==> src/oac_map.svh <==
// constants for the octal converter serial control block
// Summary of operation
// - conversion start rising edge puts all holds into hold and starts converting
// - conversion start works whatever the chip select state
// - all eight channels sampled together, each digitised differentially
// - busy rises at each conversion start, stays high until it ends
// - while power-down is high the device sleeps and ignores conversion requests
// - power-down during a conversion takes effect after that conversion ends
// - two power-down pulses with no conversion between cause a global reset
// - mode pin high selects differential mode, low selects CMOS mode
// - CMOS mode: result words shift out on eight lanes per rising clock
// - CMOS mode: serial config input sampled on rising shift clock edges
// - CMOS mode: returned clock toggles per rising edge, half rate, data aligned
// - returned clock forced low when busy falls
// - chip select low enables the bus; high floats outputs and gates clock
// - differential mode: config input sampled on both shift clock edges
// - differential mode: one lane, both edges, channel 0 first
// - differential mode: returned clock copies the incoming shift clock
// - differential mode: CMOS data lanes and config pin stay floating
// - differential terminations on only while chip select is low
// - eight 3-bit span codes form the 24-bit configuration word
// - codes with bit1 set give two's complement, others binary, 000 zeros
`ifndef OAC_MAP_SVH
`define OAC_MAP_SVH
`define OAC_NCH 8
`define OAC_RES_W 18
`define OAC_WORD_W 24
`define OAC_SPAN_W 3
`define OAC_FRAME_W 192
`define OAC_FRAME_BITS 8'hC0
`define OAC_CFG_BITS 5'h18
`define OAC_SPAN_RESET 24'hFFFFFF
`define OAC_SPAN_OFF 3'h0
`define OAC_PINS_RESET 7'h08
`define OAC_TWOS_BIT 1
`define OAC_CONV_TIME_NS 3000
`define OAC_MCLK_MHZ 50
`define OAC_CONV_CYC ((`OAC_CONV_TIME_NS * `OAC_MCLK_MHZ + 999) / 1000)
`endif

==> src/oac_pkg.sv <==
// types shared by the converter serial control block
package oac_pkg;
    // pins sampled from outside the clock domain
    typedef struct packed {
        logic conv;
        logic pd;
        logic lvds;
        logic cs_n;
        logic sck;
        logic sdi_cmos;
        logic sdi_diff;
    } oac_pins_type;
    // one channel's word as it leaves the device
    typedef struct packed {
        logic [17:0] result;
        logic [2:0] chan;
        logic [2:0] span;
    } oac_word_type;
    typedef enum logic [1:0] {ST_IDLE, ST_CONV, ST_DOWN} oac_state_type;
endpackage

==> src/oac_result_mem.sv <==
// result store: eight channel words, registered read of all of them
`timescale 1ns/1ps
`include "oac_map.svh"
module oac_result_mem (
    // clock and reset
    input wire logic i_mclk,
    input wire logic i_rstn,
    // write side
    input wire logic i_clear,
    input wire logic i_wr_en,
    input wire logic [`OAC_FRAME_W-1:0] i_wr_words,
    // read side
    output logic [`OAC_FRAME_W-1:0] o_rd_words
);
    logic [`OAC_FRAME_W-1:0] mem_reg;

    // whole frame written at once so all channels stay from one sample
    always_ff @(posedge i_mclk or negedge i_rstn)
    begin
        if (!i_rstn)
        begin
            mem_reg <= '0;
            o_rd_words <= '0;
        end
        else
        begin
            mem_reg <= i_clear ? '0 : (i_wr_en ? i_wr_words : mem_reg);
            o_rd_words <= mem_reg;
        end
    end
endmodule

==> src/oac_adc_serial_control.sv <==
// conversion control and serial port of the octal converter
`timescale 1ns/1ps
`include "oac_map.svh"
module oac_adc_serial_control (
    // clock and reset
    input wire logic i_mclk,
    input wire logic i_rstn,
    // conversion control pins
    input wire logic i_conversion_start_pin,
    input wire logic i_power_down_input,
    input wire logic i_io_mode_lvds,
    // serial bus pins
    input wire logic i_cs_n,
    input wire logic i_shift_clock_in,
    input wire logic i_serial_config_in,
    input wire logic i_diff_config_in,
    // converter core results, offset binary, channel 0 in low bits
    input wire logic [`OAC_NCH*`OAC_RES_W-1:0] i_core_result,
    // conversion status
    output logic o_busy,
    output logic o_hold,
    output logic o_powered_down,
    // CMOS data lanes
    output logic [`OAC_NCH-1:0] o_serial_data_out_lanes,
    output logic [`OAC_NCH-1:0] o_serial_data_out_lanes_oe,
    // differential data lane
    output logic o_diff_data_out_pair,
    output logic o_diff_data_out_pair_oe,
    // returned clock
    output logic o_returned_clock_out,
    output logic o_returned_clock_out_oe,
    // differential terminations
    output logic o_clk_term_en,
    output logic o_data_term_en
);
    oac_pkg::oac_pins_type pin_raw;
    oac_pkg::oac_pins_type s1_reg;
    oac_pkg::oac_pins_type s2_reg;
    oac_pkg::oac_pins_type s3_reg;
    oac_pkg::oac_pins_type flt_reg;
    oac_pkg::oac_pins_type flt_next;
    oac_pkg::oac_pins_type prev_reg;
    oac_pkg::oac_state_type state_reg;
    oac_pkg::oac_state_type state_next;
    logic [7:0] timer_reg;
    logic [7:0] timer_next;
    logic armed_reg;
    logic armed_next;
    logic gres_reg;
    logic gres_next;
    logic [23:0] cfg_sh_reg;
    logic [23:0] cfg_sh_next;
    logic [4:0] cfg_cnt_reg;
    logic [4:0] cfg_cnt_next;
    logic [23:0] pend_reg;
    logic [23:0] pend_next;
    logic [23:0] span_reg;
    logic [23:0] span_next;
    logic [7:0] out_cnt_reg;
    logic [7:0] out_cnt_next;
    logic rclk_next;
    logic [`OAC_NCH-1:0] lane_next;
    logic diff_next;
    logic [`OAC_FRAME_W-1:0] wr_words;
    logic [`OAC_FRAME_W-1:0] rd_words;

    // offset binary core code to output word
    function automatic oac_pkg::oac_word_type fmt_word(
        input logic [17:0] res,
        input logic [2:0] code,
        input logic [2:0] ch
    );
        oac_pkg::oac_word_type w;
        w.chan = ch;
        w.span = code;
        if (code == `OAC_SPAN_OFF)
            w.result = '0;
        else if (code[`OAC_TWOS_BIT])
            w.result = {~res[17], res[16:0]};
        else
            w.result = res;
        return w;
    endfunction

    // bit of the frame: word index, then MSB-first position in the word
    function automatic logic frame_bit(
        input logic [`OAC_FRAME_W-1:0] words,
        input logic [2:0] ch,
        input logic [7:0] cnt
    );
        logic [4:0] pos;
        logic [7:0] idx;
        pos = 5'(cnt % 8'(`OAC_WORD_W));
        idx = 8'(ch * `OAC_WORD_W + `OAC_WORD_W - 1 - pos);
        return words[idx];
    endfunction

    // word group the counter points at
    function automatic logic [2:0] group_of(input logic [7:0] cnt);
        return 3'(cnt / 8'(`OAC_WORD_W));
    endfunction

    // pins gathered for the synchroniser
    assign pin_raw.conv = i_conversion_start_pin;
    assign pin_raw.pd = i_power_down_input;
    assign pin_raw.lvds = i_io_mode_lvds;
    assign pin_raw.cs_n = i_cs_n;
    assign pin_raw.sck = i_shift_clock_in;
    assign pin_raw.sdi_cmos = i_serial_config_in;
    assign pin_raw.sdi_diff = i_diff_config_in;

    // a bit changes only once stages two and three agree, which filters a
    // metastable first stage at the cost of one more cycle of delay
    assign flt_next = oac_pkg::oac_pins_type'((s2_reg & s3_reg)
        | (flt_reg & (s2_reg ^ s3_reg)));

    always_ff @(posedge i_mclk or negedge i_rstn)
    begin
        // select resets to its idle high level so no false select follows reset
        if (!i_rstn)
        begin
            s1_reg <= oac_pkg::oac_pins_type'(`OAC_PINS_RESET);
            s2_reg <= oac_pkg::oac_pins_type'(`OAC_PINS_RESET);
            s3_reg <= oac_pkg::oac_pins_type'(`OAC_PINS_RESET);
            flt_reg <= oac_pkg::oac_pins_type'(`OAC_PINS_RESET);
            prev_reg <= oac_pkg::oac_pins_type'(`OAC_PINS_RESET);
        end
        else
        begin
            s1_reg <= pin_raw;
            s2_reg <= s1_reg;
            s3_reg <= s2_reg;
            flt_reg <= flt_next;
            prev_reg <= flt_reg;
        end
    end

    // edges and decoded levels
    wire conv_rise = flt_reg.conv & ~prev_reg.conv;
    wire pd_rise = flt_reg.pd & ~prev_reg.pd;
    wire sck_rise = flt_reg.sck & ~prev_reg.sck;
    wire sck_fall = ~flt_reg.sck & prev_reg.sck;
    wire lvds_mode = flt_reg.lvds;
    wire cs_act = ~flt_reg.cs_n;
    wire sdi_bit = lvds_mode ? flt_reg.sdi_diff : flt_reg.sdi_cmos;
    // chip select gates the clock; one edge in CMOS, both in LVDS
    wire shift_ev = cs_act & (lvds_mode ? (sck_rise | sck_fall) : sck_rise);
    wire conv_start = (state_reg == oac_pkg::ST_IDLE) & ~flt_reg.pd & conv_rise;
    wire conv_done = (state_reg == oac_pkg::ST_CONV) & (timer_reg == 8'h01);

    // conversion sequencer
    always_comb
    begin
        state_next = state_reg;
        unique case (state_reg)
            oac_pkg::ST_IDLE:
            begin
                if (flt_reg.pd)
                    state_next = oac_pkg::ST_DOWN;
                else if (conv_rise)
                    state_next = oac_pkg::ST_CONV;
            end
            oac_pkg::ST_CONV:
            begin
                // a power-down here waits for the result
                if (conv_done)
                    state_next = flt_reg.pd ? oac_pkg::ST_DOWN : oac_pkg::ST_IDLE;
            end
            oac_pkg::ST_DOWN:
            begin
                // requests while asleep are dropped, not queued
                if (!flt_reg.pd)
                    state_next = oac_pkg::ST_IDLE;
            end
        endcase
    end

    // conversion timer
    assign timer_next = conv_start ? 8'(`OAC_CONV_CYC)
        : ((state_reg == oac_pkg::ST_CONV) ? timer_reg - 8'h01 : timer_reg);

    // second power-down pulse without a conversion between resets spans and stored results
    assign armed_next = gres_reg ? 1'b0
        : (conv_start ? 1'b0 : (pd_rise ? ~armed_reg : armed_reg));
    assign gres_next = pd_rise & armed_reg & ~conv_start;

    always_ff @(posedge i_mclk or negedge i_rstn)
    begin
        if (!i_rstn)
        begin
            state_reg <= oac_pkg::ST_IDLE;
            timer_reg <= '0;
            armed_reg <= 1'b0;
            gres_reg <= 1'b0;
        end
        else
        begin
            state_reg <= state_next;
            timer_reg <= timer_next;
            armed_reg <= armed_next;
            gres_reg <= gres_next;
        end
    end

    // span word shifter: MSB first, counting from select falling
    assign cfg_sh_next = (shift_ev & (cfg_cnt_reg < `OAC_CFG_BITS))
        ? {cfg_sh_reg[22:0], sdi_bit} : cfg_sh_reg;
    assign cfg_cnt_next = !cs_act ? 5'h00
        : ((shift_ev & (cfg_cnt_reg < `OAC_CFG_BITS)) ? cfg_cnt_reg + 5'h01 : cfg_cnt_reg);
    // a short word is dropped; only a full 24 bits replaces the pending span
    assign pend_next = gres_reg ? `OAC_SPAN_RESET
        : ((cfg_cnt_next == `OAC_CFG_BITS) & (cfg_cnt_reg != `OAC_CFG_BITS))
        ? cfg_sh_next : pend_reg;
    // new span takes effect with the next conversion
    assign span_next = gres_reg ? `OAC_SPAN_RESET : (conv_start ? pend_reg : span_reg);

    always_ff @(posedge i_mclk or negedge i_rstn)
    begin
        if (!i_rstn)
        begin
            cfg_sh_reg <= '0;
            cfg_cnt_reg <= '0;
            pend_reg <= `OAC_SPAN_RESET;
            span_reg <= `OAC_SPAN_RESET;
        end
        else
        begin
            cfg_sh_reg <= cfg_sh_next;
            cfg_cnt_reg <= cfg_cnt_next;
            pend_reg <= pend_next;
            span_reg <= span_next;
        end
    end

    // every channel formatted from the same held sample
    always_comb
    begin
        wr_words = '0;
        for (int k = 0; k < `OAC_NCH; k++)
        begin
            wr_words[k*`OAC_WORD_W +: `OAC_WORD_W] = fmt_word(
                i_core_result[k*`OAC_RES_W +: `OAC_RES_W],
                span_reg[k*`OAC_SPAN_W +: `OAC_SPAN_W], 3'(k));
        end
    end

    oac_result_mem u_mem (
        .i_mclk(i_mclk),
        .i_rstn(i_rstn),
        .i_clear(gres_reg),
        .i_wr_en(conv_done),
        .i_wr_words(wr_words),
        .o_rd_words(rd_words)
    );

    // output bit counter restarts with each select and each new result
    assign out_cnt_next = (!cs_act | conv_done) ? 8'h00
        : ((shift_ev & (out_cnt_reg < `OAC_FRAME_BITS)) ? out_cnt_reg + 8'h01 : out_cnt_reg);

    // lane k starts at channel k and wraps through the rest
    always_comb
    begin
        lane_next = '0;
        for (int k = 0; k < `OAC_NCH; k++)
        begin
            lane_next[k] = (out_cnt_next < `OAC_FRAME_BITS)
                & frame_bit(rd_words, 3'(k) + group_of(out_cnt_next), out_cnt_next);
        end
    end

    // single lane walks channel 0 to 7
    assign diff_next = (out_cnt_next < `OAC_FRAME_BITS)
        & frame_bit(rd_words, group_of(out_cnt_next), out_cnt_next);

    // CMOS toggles per rising edge, LVDS copies the clock; both low at busy fall
    assign rclk_next = conv_done ? 1'b0
        : (lvds_mode ? (cs_act & flt_reg.sck)
        : (shift_ev ? ~o_returned_clock_out : o_returned_clock_out));

    always_ff @(posedge i_mclk or negedge i_rstn)
    begin
        if (!i_rstn)
        begin
            out_cnt_reg <= '0;
            o_busy <= 1'b0;
            o_hold <= 1'b0;
            o_powered_down <= 1'b0;
        end
        else
        begin
            out_cnt_reg <= out_cnt_next;
            o_busy <= (state_next == oac_pkg::ST_CONV);
            o_hold <= (state_next == oac_pkg::ST_CONV);
            o_powered_down <= (state_next == oac_pkg::ST_DOWN);
        end
    end

    // pin drivers; enables follow select and mode so lanes float in LVDS
    always_ff @(posedge i_mclk or negedge i_rstn)
    begin
        if (!i_rstn)
        begin
            o_serial_data_out_lanes <= '0;
            o_serial_data_out_lanes_oe <= '0;
            o_diff_data_out_pair <= 1'b0;
            o_diff_data_out_pair_oe <= 1'b0;
            o_returned_clock_out <= 1'b0;
            o_returned_clock_out_oe <= 1'b0;
            o_clk_term_en <= 1'b0;
            o_data_term_en <= 1'b0;
        end
        else
        begin
            o_serial_data_out_lanes <= lane_next;
            o_serial_data_out_lanes_oe <= {`OAC_NCH{cs_act & ~lvds_mode}};
            o_diff_data_out_pair <= diff_next;
            o_diff_data_out_pair_oe <= cs_act & lvds_mode;
            o_returned_clock_out <= rclk_next;
            o_returned_clock_out_oe <= cs_act;
            o_clk_term_en <= cs_act & lvds_mode;
            o_data_term_en <= cs_act & lvds_mode;
        end
    end
endmodule

==> config.mk <==
export PLATFORM = sky130hd
export DESIGN_NAME = oac_adc_serial_control
export DESIGN_NICKNAME = d
export VERILOG_FILES = /design/src/oac_pkg.sv /design/src/oac_result_mem.sv /design/src/oac_adc_serial_control.sv
export VERILOG_INCLUDE_DIRS = /design/src
export SDC_FILE = /design/constraint.sdc
export NUM_CORES = 1
export LEC_CHECK = 0
export BUFFER_PORTS_ARGS = -buffer_cell sky130_fd_sc_hd__clkbuf_2
export CAP_MARGIN = 20
export CORE_MARGIN = 2
export CORE_UTILIZATION = 35
export CTS_BUF_LIST = sky130_fd_sc_hd__clkbuf_4 sky130_fd_sc_hd__clkbuf_8
export CTS_CLUSTER_DIAMETER = 200
export CTS_CLUSTER_SIZE = 28
export DETAILED_ROUTE_END_ITERATION = 10
export HOLD_SLACK_MARGIN = 0.06
export MAX_ROUTING_LAYER = met4
export PLACE_DENSITY = 0.51
export SLEW_MARGIN = 15
export SYNTH_ARGS = -nofsm -noshare
export SYNTH_HDL_FRONTEND = slang
export SYNTH_SLANG_ARGS = --single-unit
==> constraint.sdc <==
create_clock -name i_mclk -period 8.2 [get_ports i_mclk]
set_input_delay 2.46 -clock i_mclk [delete_from_list [all_inputs] [get_ports i_mclk]]
set_output_delay 2.46 -clock i_mclk [all_outputs]
set_load 0.05 [all_outputs]
==> results of run 1 <==
-- area by class of cell --
type | instances | area [sq um]
Antenna cell | 3 | 7.507
Inverter | 56 | 210.2
Clock buffer | 36 | 401.6
Sequential cell | 480 | 12080
Clock inverter | 2 | 37.54
Tap cell | 782 | 978.4
Multi-Input combinational cell | 1141 | 8324
Timing Repair Buffer | 209 | 1181
Fill cell | 5869 | 36800
-- worst max-delay path, stage by stage, from the launching register on --
cell	delay (ns)
sky130_fd_sc_hd__dfrtp_1	0.89
sky130_fd_sc_hd__a21oi_2	0.19
sky130_fd_sc_hd__o211a_1	0.32
sky130_fd_sc_hd__a32oi_1	0.26
sky130_fd_sc_hd__o2111ai_1	0.15
sky130_fd_sc_hd__nor2_1	0.44
sky130_fd_sc_hd__o22ai_2	0.35
sky130_fd_sc_hd__inv_1	0.29
sky130_fd_sc_hd__ha_1	0.29
sky130_fd_sc_hd__inv_1	0.17
sky130_fd_sc_hd__xnor2_1	0.65
sky130_fd_sc_hd__inv_1	0.25
sky130_fd_sc_hd__fa_1	0.62
sky130_fd_sc_hd__inv_1	0.06
sky130_fd_sc_hd__ha_1	0.27
sky130_fd_sc_hd__a21o_1	0.17
sky130_fd_sc_hd__a21oi_1	0.17
sky130_fd_sc_hd__xnor2_1	0.16
sky130_fd_sc_hd__xnor2_1	0.10
sky130_fd_sc_hd__or3_1	0.35
sky130_fd_sc_hd__o22ai_1	0.15
-- synth_stat cells (29+ instances only) --
| cell type | number |
|---|---|
| sky130_fd_sc_hd__a21oi_1 | 55 |
| sky130_fd_sc_hd__xor2_1 | 29 |
| sky130_fd_sc_hd__clkbuf_1 | 71 |
| sky130_fd_sc_hd__nor2_1 | 55 |
| sky130_fd_sc_hd__xnor2_1 | 32 |
| sky130_fd_sc_hd__inv_1 | 51 |
| sky130_fd_sc_hd__o21ai_0 | 31 |
| sky130_fd_sc_hd__ha_1 | 56 |
| sky130_fd_sc_hd__nand2_1 | 273 |
| sky130_fd_sc_hd__nand3b_1 | 29 |
| sky130_fd_sc_hd__and3_1 | 30 |
| sky130_fd_sc_hd__a22o_1 | 148 |
| sky130_fd_sc_hd__dfstp_2 | 52 |
| sky130_fd_sc_hd__mux2i_1 | 43 |
| sky130_fd_sc_hd__nand2b_1 | 35 |
| sky130_fd_sc_hd__dfrtp_1 | 428 |
| sky130_fd_sc_hd__a31oi_1 | 31 |
-- path summary, 6_finish.rpt --
path                                                        endpoint  slack [ns]  cells past startpoint
worst max-delay path            o_serial_data_out_lanes[7]$_DFF_PN0_        1.84                     20
worst min-delay path                             s3_reg[4]$_DFF_PN0_        0.35                      0
worst max register to register  o_serial_data_out_lanes[7]$_DFF_PN0_        1.84                     20
worst min register to register                   s3_reg[4]$_DFF_PN0_        0.35                      0
max in group asynchronous             u_mem.mem_reg[107]$_DFFE_PN0P_        5.07                      2
min in group asynchronous                        s1_reg[0]$_DFF_PN0_        1.77                      1
-- routing by layer --
| layer | share of wire (%) | routed length (um) | track usage, % | vias to the layer above |
|---|---|---|---|---|
| met3 | 2.8 | 1511 | 1.481 | 41 |
| met2 | 48 | 26430 | 28.77 | 191 |
| met4 | 1.3 | 710 | 3.046 | 0 |
| met5 | 0 | 0 | - | - |
| met1 | 47 | 25880 | 25.39 | 7239 |
| li1 | - | - | - | 6550 |
-- logic make-up (layout without fill, tap and decap cells) --
logic type               Yosys count  after routing  share of synthesized area (%)
AO/OA/AOI/OAI                    417            417                          14.98
XOR/XNOR                          65             65                          2.891
adder cells (fa/ha/maj)           74             74                          5.024
buffers and inverters            172            303                          3.596
flip-flops                       480            480                          57.18
multiplexers                      70             70                          4.597
other                              0              3                              0
AND/OR/NAND/NOR                  515            515                          11.72
-- power by group through the flow --
stage	combinational [mW]	sequential (mW)	clock (mW)
floorplan	0.607	2.73	0
global placement	0.947	2.76	0
detailed placement	0.959	2.76	0
CTS	0.961	2.72	1.10
global route	1.05	2.74	1.18
finish	0.952	2.72	1.05
-- stage by stage --
stage          hold WS, ns  power [mW]  std cells  setup WS, ns  cell area (sq um)
6_report            0.3542       4.715       2709         1.839              23220
5_1_grt             0.3488       4.975       2708         1.292              23210
4_1_cts             0.3493       4.781       2705         1.835              23180
3_5_place_dp        0.3387       3.722       2667         1.854              22740
3_3_place_gp        0.3356       3.704       2667         2.142              22740
2_1_floorplan       0.3312       3.339       1793         2.699              21120
==> summary.txt, run 1 <==
Global route
  • Number of global-route vias before repair: 14.24k
  • Maximum number of pins on one net before global-route repair: 179
  • Combined global-route utilization of all metal layers: 17.96%
  • Global-route wire length before repair: 85.82 mm
  • Remaining global-route overflow: 0
  • Antenna violations before repair: 5

Pwr
  • Internal cell power: 3.185 mW
  • Fraction of power consumed by combinational cells: 20.2%
  • Switching share of total power: 32.45%
  • Static Leak: 11.28 nW
  • Net switching power figure: 1.530 mW
  • Power share of the clock group: 22.2%
  • Power share of the sequential group: 57.6%
  • Max rail drop VDD: 0.1031 mV
  • Power per cell area: 203.1 nW/um^2

STA
  • Slew at the pin with the worst max-slew slack: 0.9811 ns
  • Final-report setup violation count: 0
  • Minimum clock period: 6.361 ns
  • Final Hold Fails: 0
  • Timing-limited maximum frequency: 157.2 MHz
  • Setup_tns: 0 ns
  • Portion of the clock cycle consumed by the worst path in the final layout: 77.58%
  • Max Slew Vio Count: 0
  • Max transition margin: 34.60%
  • Clock skew after layout: 0.07477 ns
  • Unrepaired setup endpoints after global routing: no

Die
  • Std-Cell Rows: 90
  • Ports: 178
  • Core area: 60020 sq um
  • Die footprint: 62320 sq um
  • DIE WIDTH: 249.6 um
  • Starting Density: 35.19%
  • Vertical die dimension: 249.6 um

Critical path
  • Worst-path fanout max: 24
  • Setup Crit Path Kind: reg -> reg
  • Worst Setup Start Kind: register
  • Kind of capture point of the worst setup path: register
  • CP Data Arrival Time: 6.97 ns
  • Worst setup path startpoint: out_cnt_reg[6]$_DFF_PN0_
  • Worst path required time: 8.81 ns
  • Reg2Reg Launch Point: out_cnt_reg[6]$_DFF_PN0_

Clocking
  • H-tree lvl count: 1
  • Count of clock tree sinks: 480
  • Clock tree from TritonCTS: built
  • Clock root buffer: sky130_fd_sc_hd__clkbuf_8
  • Count of hold-fix buffers inserted at cts: 0
  • CTS clk-pin slew, worst paths: 0.20 ns
  • Clock latency of the later-clocked register in the worst-skew pair: 0.67 ns
  • Resized cells post-CTS: 0
  • Longest Clk Path Bufs: 3
  • Number of buffers created by CTS: 21
  • Count of buffers added by post-CTS timing repair for setup: 0

Logic synthesis
  • Async set-or-reset flop fraction in the synthesized netlist: 100.0%
  • Synthesis warning total: 0
  • Post-synth EDFFs: 0
  • Count of mapped cells out of synthesis: 1793
  • Leading area contributor after synthesis: sky130_fd_sc_hd__dfrtp_1
  • Share of the yosys chip area belonging to registers: 57.18%
  • Total standard cell area after synthesis: 21120 sq um
  • Number of distinct library cells after synthesis: 82
  • Yosys top cell area share: 50.71%
  • Syn avg cell area: 11.78 sq um
  • Most used flip-flop cell after synthesis: sky130_fd_sc_hd__dfrtp_1
  • Top cells by area, synth: sky130_fd_sc_hd__dfrtp_1 51%, sky130_fd_sc_hd__dfstp_2 6.5%, sky130_fd_sc_hd__a22o_1 6.1%
  • Number of synthesized register bits: 480
  • Synthesized net count: 2020

Routing
  • Final wirelength: 54.54 mm
  • Detailed Route Iter0 Violations: 1119
  • Residual DRC: 0
  • Detailed-route wire length per cell: 20.13 um
  • Routed vias: 14.02k
  • Number of nets with antenna violations after detailed routing: 0
  • Mean number of vias per cell: 5.176
  • DRT Pass-1 Iters: 5

Placement
  • Detailed-placement wirelength estimate: 36.82 mm
  • RePlAce Congestion: 0.8326
  • Port bufs: 177

Outcome
  • Outcome: complete, no violations

Min path
  • Hold path startpoint: s2_reg[4]$_DFF_PN0_
  • Class of the worst hold path: reg -> reg

Run
  • Number of max-cap violations: 0

Cells and area
  • Post-layout utilization of the core: 38.68%
  • Total Nets Final: 2136
  • Proportion of layout cells with a drive suffix above 1: 18.61%
  • Area Overhead vs Synth: 9.936%
  • Commonest cells after routing, fill and taps aside: 428 x sky130_fd_sc_hd__dfrtp_1, 273 x sky130_fd_sc_hd__nand2_1, 176 x sky130_fd_sc_hd__clkbuf_2
  • Most common library cell in the layout ignoring fill and taps: sky130_fd_sc_hd__dfrtp_1
No activity file was read; power rests on OpenSTA's default activity.
==> run 2, diff against run 1 <==
- ABC_AREA: not set -> 1
- PLACE_DENSITY: 0.51 -> 0.53
- clock period: 8.2 -> 5.2 ns (I/O delays scaled with it)
==> run 2 against run 1 <==
  * Utilization barely moved
  * Critical path depth rose by 13
  * Critical endpoint unchanged
  * Synthesized area rose by 2.7%
==> summary.txt, run 2 <==
Die
  • DIE WIDTH: 253.0 um (was 249.6 um)
  • Core area: 61480 sq um (was 60020 sq um)
  • Ports: 178 (unchanged)
  • Std-Cell Rows: 91 (was 90)
  • Starting Density: 35.29% (was 35.19%)
  • Die footprint: 64000 sq um (was 62320 sq um)
  • Vertical die dimension: 253.0 um (was 249.6 um)

Routing
  • Routed vias: 16.72k (was 14.02k)
  • Detailed-route wire length per cell: 18.76 um (was 20.13 um)
  • Detailed Route Iter0 Violations: 1332 (was 1119)
  • Number of nets with antenna violations after detailed routing: 0 (unchanged)
  • Residual DRC: 0 (unchanged)
  • Mean number of vias per cell: 5.126 (was 5.176)
  • DRT Pass-1 Iters: 5 (unchanged)
  • Final wirelength: 61.21 mm (was 54.54 mm)

Critical path
  • Longest individual stage delay on the worst path: 0.59 ns (was 0.89 ns)
  • Reg-to-Reg End: o_serial_data_out_lanes[7]$_DFF_PN0_ (unchanged)
  • CP Data Arrival Time: 5.46 ns (was 6.97 ns)
  • Setup Crit Path Kind: reg -> reg (unchanged)
  • Crit path top cell by count: sky130_fd_sc_hd__nand2_2 (was sky130_fd_sc_hd__inv_1)
  • Worst Setup Start Kind: register (unchanged)
  • Number of cells on the worst reg-to-reg path: 33 (was 20)
  • Reg2Reg Setup Slack: 0.35 ns (was 1.84 ns)
  • Kind of capture point of the worst setup path: register (unchanged)
  • Worst path required time: 5.80 ns (was 8.81 ns)
  • Worst-path fanout max: 7 (was 24)
  • Cell type of the slowest stage on the worst timing path: sky130_fd_sc_hd__fa_1 (was sky130_fd_sc_hd__dfrtp_1)
  • Reg2Reg Launch Point: state_reg[1]$_DFF_PN0_ (was out_cnt_reg[6]$_DFF_PN0_)

Global route
  • Number of global-route vias before repair: 16.64k (was 14.24k)
  • Combined global-route utilization of all metal layers: 19.74% (was 17.96%)
  • Antenna violations before repair: 2 (was 5)
  • Global-route wire length before repair: 96.32 mm (was 85.82 mm)
  • Maximum number of pins on one net before global-route repair: 100 (was 179)
  • Remaining global-route overflow: 0 (unchanged)

Logic synthesis
  • Async set-or-reset flop fraction in the synthesized netlist: 100.0% (unchanged)
  • Leading post-synthesis cells by instance count: 648 x sky130_fd_sc_hd__nand3_1, 508 x sky130_fd_sc_hd__nand2_1, 428 x sky130_fd_sc_hd__dfrtp_1, 133 x sky130_fd_sc_hd__inv_1, 120 x sky130_fd_sc_hd__o21ai_0 (was 428 x sky130_fd_sc_hd__dfrtp_1, 273 x sky130_fd_sc_hd__nand2_1, 148 x sky130_fd_sc_hd__a22o_1, 71 x sky130_fd_sc_hd__clkbuf_1, 56 x sky130_fd_sc_hd__ha_1)
  • Synthesis warning total: 0 (unchanged)
  • Leading area contributor after synthesis: sky130_fd_sc_hd__dfrtp_1 (unchanged)
  • Share of the yosys chip area belonging to registers: 55.66% (was 57.18%)
  • Count of mapped cells out of synthesis: 2351 (was 1793)
  • Yosys top cell area share: 49.36% (was 50.71%)
  • Synthesized net count: 2578 (was 2020)
  • Number of synthesized register bits: 480 (unchanged)
  • Syn avg cell area: 9.229 sq um (was 11.78 sq um)
  • Total standard cell area after synthesis: 21700 sq um (was 21120 sq um)
  • Number of distinct library cells after synthesis: 48 (was 82)
  • Cell with the most instances after synthesis: sky130_fd_sc_hd__nand3_1 (was sky130_fd_sc_hd__dfrtp_1)
  • Post-synth EDFFs: 0 (unchanged)
  • Top cells by area, synth: sky130_fd_sc_hd__dfrtp_1 49%, sky130_fd_sc_hd__nand3_1 15%, sky130_fd_sc_hd__nand2_1 8.8% (was sky130_fd_sc_hd__dfrtp_1 51%, sky130_fd_sc_hd__dfstp_2 6.5%, sky130_fd_sc_hd__a22o_1 6.1%)
  • Most used flip-flop cell after synthesis: sky130_fd_sc_hd__dfrtp_1 (unchanged)

Min path
  • Class of the worst hold path: reg -> reg (unchanged)
  • Hold Path Stages: 0 (unchanged)
  • Hold path startpoint: s1_reg[6]$_DFF_PN0_ (was s2_reg[4]$_DFF_PN0_)
  • Hold endpoint: s2_reg[6]$_DFF_PN0_ (was s3_reg[4]$_DFF_PN0_)

Cells and area
  • Most common library cell in the layout ignoring fill and taps: sky130_fd_sc_hd__nand3_1 (was sky130_fd_sc_hd__dfrtp_1)
  • Total Nets Final: 2683 (was 2136)
  • Post-layout utilization of the core: 38.67% (was 38.68%)
  • Final design instance area without fill: 23770 sq um (was 23220 sq um)
  • Area Overhead vs Synth: 9.573% (was 9.936%)
  • Proportion of layout cells with a drive suffix above 1: 15.74% (was 18.61%)
  • Final cell count without fillers: 3262 (was 2709)
  • Commonest cells after routing, fill and taps aside: 647 x sky130_fd_sc_hd__nand3_1, 507 x sky130_fd_sc_hd__nand2_1, 427 x sky130_fd_sc_hd__dfrtp_1 (was 428 x sky130_fd_sc_hd__dfrtp_1, 273 x sky130_fd_sc_hd__nand2_1, 176 x sky130_fd_sc_hd__clkbuf_2)

Clocking
  • CTS clk-pin slew, worst paths: 0.19 ns (was 0.20 ns)
  • Longest Clk Path Bufs: 3 (unchanged)
  • Clock root buffer: sky130_fd_sc_hd__clkbuf_8 (unchanged)
  • Count of hold-fix buffers inserted at cts: 0 (unchanged)
  • Clock tree from TritonCTS: built (unchanged)
  • Number of buffers created by CTS: 21 (unchanged)
  • Count of clock tree sinks: 480 (unchanged)
  • H-tree lvl count: 1 (unchanged)
  • Clock latency of the later-clocked register in the worst-skew pair: 0.68 ns (was 0.67 ns)

STA
  • Clock skew after layout: 0.06572 ns (was 0.07477 ns)
  • Minimum clock period: 4.854 ns (was 6.361 ns)
  • Final setup slack of the worst path: 0.3460 ns (was 1.839 ns)
  • Max Slew Vio Count: 0 (unchanged)
  • Slew at the pin with the worst max-slew slack: 1.091 ns (was 0.9811 ns)
  • Final-report setup violation count: 0 (unchanged)
  • Final Hold Fails: 0 (unchanged)
  • Timing-limited maximum frequency: 206.0 MHz (was 157.2 MHz)
  • Unrepaired setup endpoints after global routing: no (unchanged)
  • Setup_tns: 0 ns (unchanged)
  • Portion of the clock cycle consumed by the worst path in the final layout: 93.35% (was 77.58%)
  • Max transition margin: 27.04% (was 34.60%)

Pwr
  • Static Leak: 12.14 nW (was 11.28 nW)
  • Power per cell area: 454.0 nW/um^2 (was 203.1 nW/um^2)
  • Max rail drop VDD: 0.2080 mV (was 0.1031 mV)

Placement
  • Placed standard-cell area: 23190 sq um (was 22740 sq um)
  • Worst setup slack after placement: 0.04755 ns (was 1.854 ns)
  • RePlAce Congestion: 0.9273 (was 0.8326)
  • Detailed-placement wirelength estimate: 40.62 mm (was 36.82 mm)
  • Port bufs: 177 (unchanged)
  • Dpl cells: 3213 (was 2667)

Outcome
  • Outcome: complete, no violations (unchanged)

Run
  • Number of max-cap violations: 0 (unchanged)
==> run 2: cell types whose count changed after synthesis, moves of 25 or more <==
| cell | before | now |
|---|---|---|
| sky130_fd_sc_hd__a211o_1 | 25 | 0 |
| sky130_fd_sc_hd__a21oi_1 | 55 | 29 |
| sky130_fd_sc_hd__a22o_1 | 148 | 0 |
| sky130_fd_sc_hd__a31oi_1 | 31 | 1 |
| sky130_fd_sc_hd__and3_1 | 30 | 0 |
| sky130_fd_sc_hd__inv_1 | 51 | 133 |
| sky130_fd_sc_hd__mux2i_1 | 43 | 0 |
| sky130_fd_sc_hd__nand2_1 | 273 | 508 |
| sky130_fd_sc_hd__nand2b_1 | 35 | 0 |
| sky130_fd_sc_hd__nand3_1 | 21 | 648 |
| sky130_fd_sc_hd__o21ai_0 | 31 | 120 |
==> run 2: area by class of cell <==
cell class	instances	area, sq um
diodes	1	2.502
clock buffers	36	401.6
clock inverters	2	37.54
fillers	6242	37710
inverters	146	571.8
multi-input cells	1586	8418
flip-flops and latches	480	12080
well taps	790	988.4
repair buffers	221	1276
==> run 2: timing repair <==
action | 4_1_cts | 5_1_grt
setup buffers | 0 | 10
resized for setup | 0 | 15
setup endpoints to repair | 0 | 7
==> run 2: how the worst max path moves through the flow <==
stage                                start                              endpoint  slack [ns]  cells past startpoint
floorplan           state_reg[1]$_DFF_PN0_  o_serial_data_out_lanes[1]$_DFF_PN0_        0.30                     32
global placement    state_reg[1]$_DFF_PN0_  o_serial_data_out_lanes[7]$_DFF_PN0_        0.19                     37
detailed placement  state_reg[1]$_DFF_PN0_  o_serial_data_out_lanes[7]$_DFF_PN0_        0.05                     37
CTS                 state_reg[1]$_DFF_PN0_  o_serial_data_out_lanes[7]$_DFF_PN0_        0.02                     37
global route        state_reg[1]$_DFF_PN0_  o_serial_data_out_lanes[3]$_DFF_PN0_        0.02                     32
finish              state_reg[1]$_DFF_PN0_  o_serial_data_out_lanes[7]$_DFF_PN0_        0.35                     33
==> run 2: metal layers <==
layer  global-route usage, %  wire [um]  part of all wire [%]
met4                   4.142       1309                   2.1
met3                   2.025       2151                   3.5
met1                   28.03      29300                    48
met2                   30.75      28440                    46
met5                       -          0                     0
==> run 2: kinds of logic (layout without fill, tap and decap cells) <==
group / Yosys count / count (layout) / synth area share [%]
other cells: 0 / 1 / 0
xor+xnor: 34 / 34 / 1.442
buf+inv: 285 / 405 / 5.865
fa+ha+maj: 74 / 74 / 4.890
flops: 480 / 480 / 55.66
simple gates: 1291 / 1291 / 27.43
compound gates: 187 / 187 / 4.717
==> run 2: worst max-delay path: cells and delay by family, from the launching register on <==
family | cells | cell delay, ns
DFF | 1 | 0.43
AOI/OAI and AO/OA | 2 | 0.28
and+or+nand+nor | 19 | 1.70
adders and majority gates | 4 | 1.46
buffers and inverters | 8 | 0.88
==> run 2: power by group <==
group / total [mW] / internal (mW) / switching, mW
clock network: 1.67 / 0.503 / 1.17
registers: 4.51 / 4.27 / 0.233
logic: 4.61 / 1.44 / 3.17
total: 10.8 / 6.22 / 4.58
==> run 2: stage by stage <==
stage	hold WS, ns	power, mW
floorplan	0.3312	7.779
global placement	0.3343	9.050
detailed placement	0.3358	9.116
CTS	0.3672	10.84
global route	0.3542	11.63
finish	0.3699	10.79
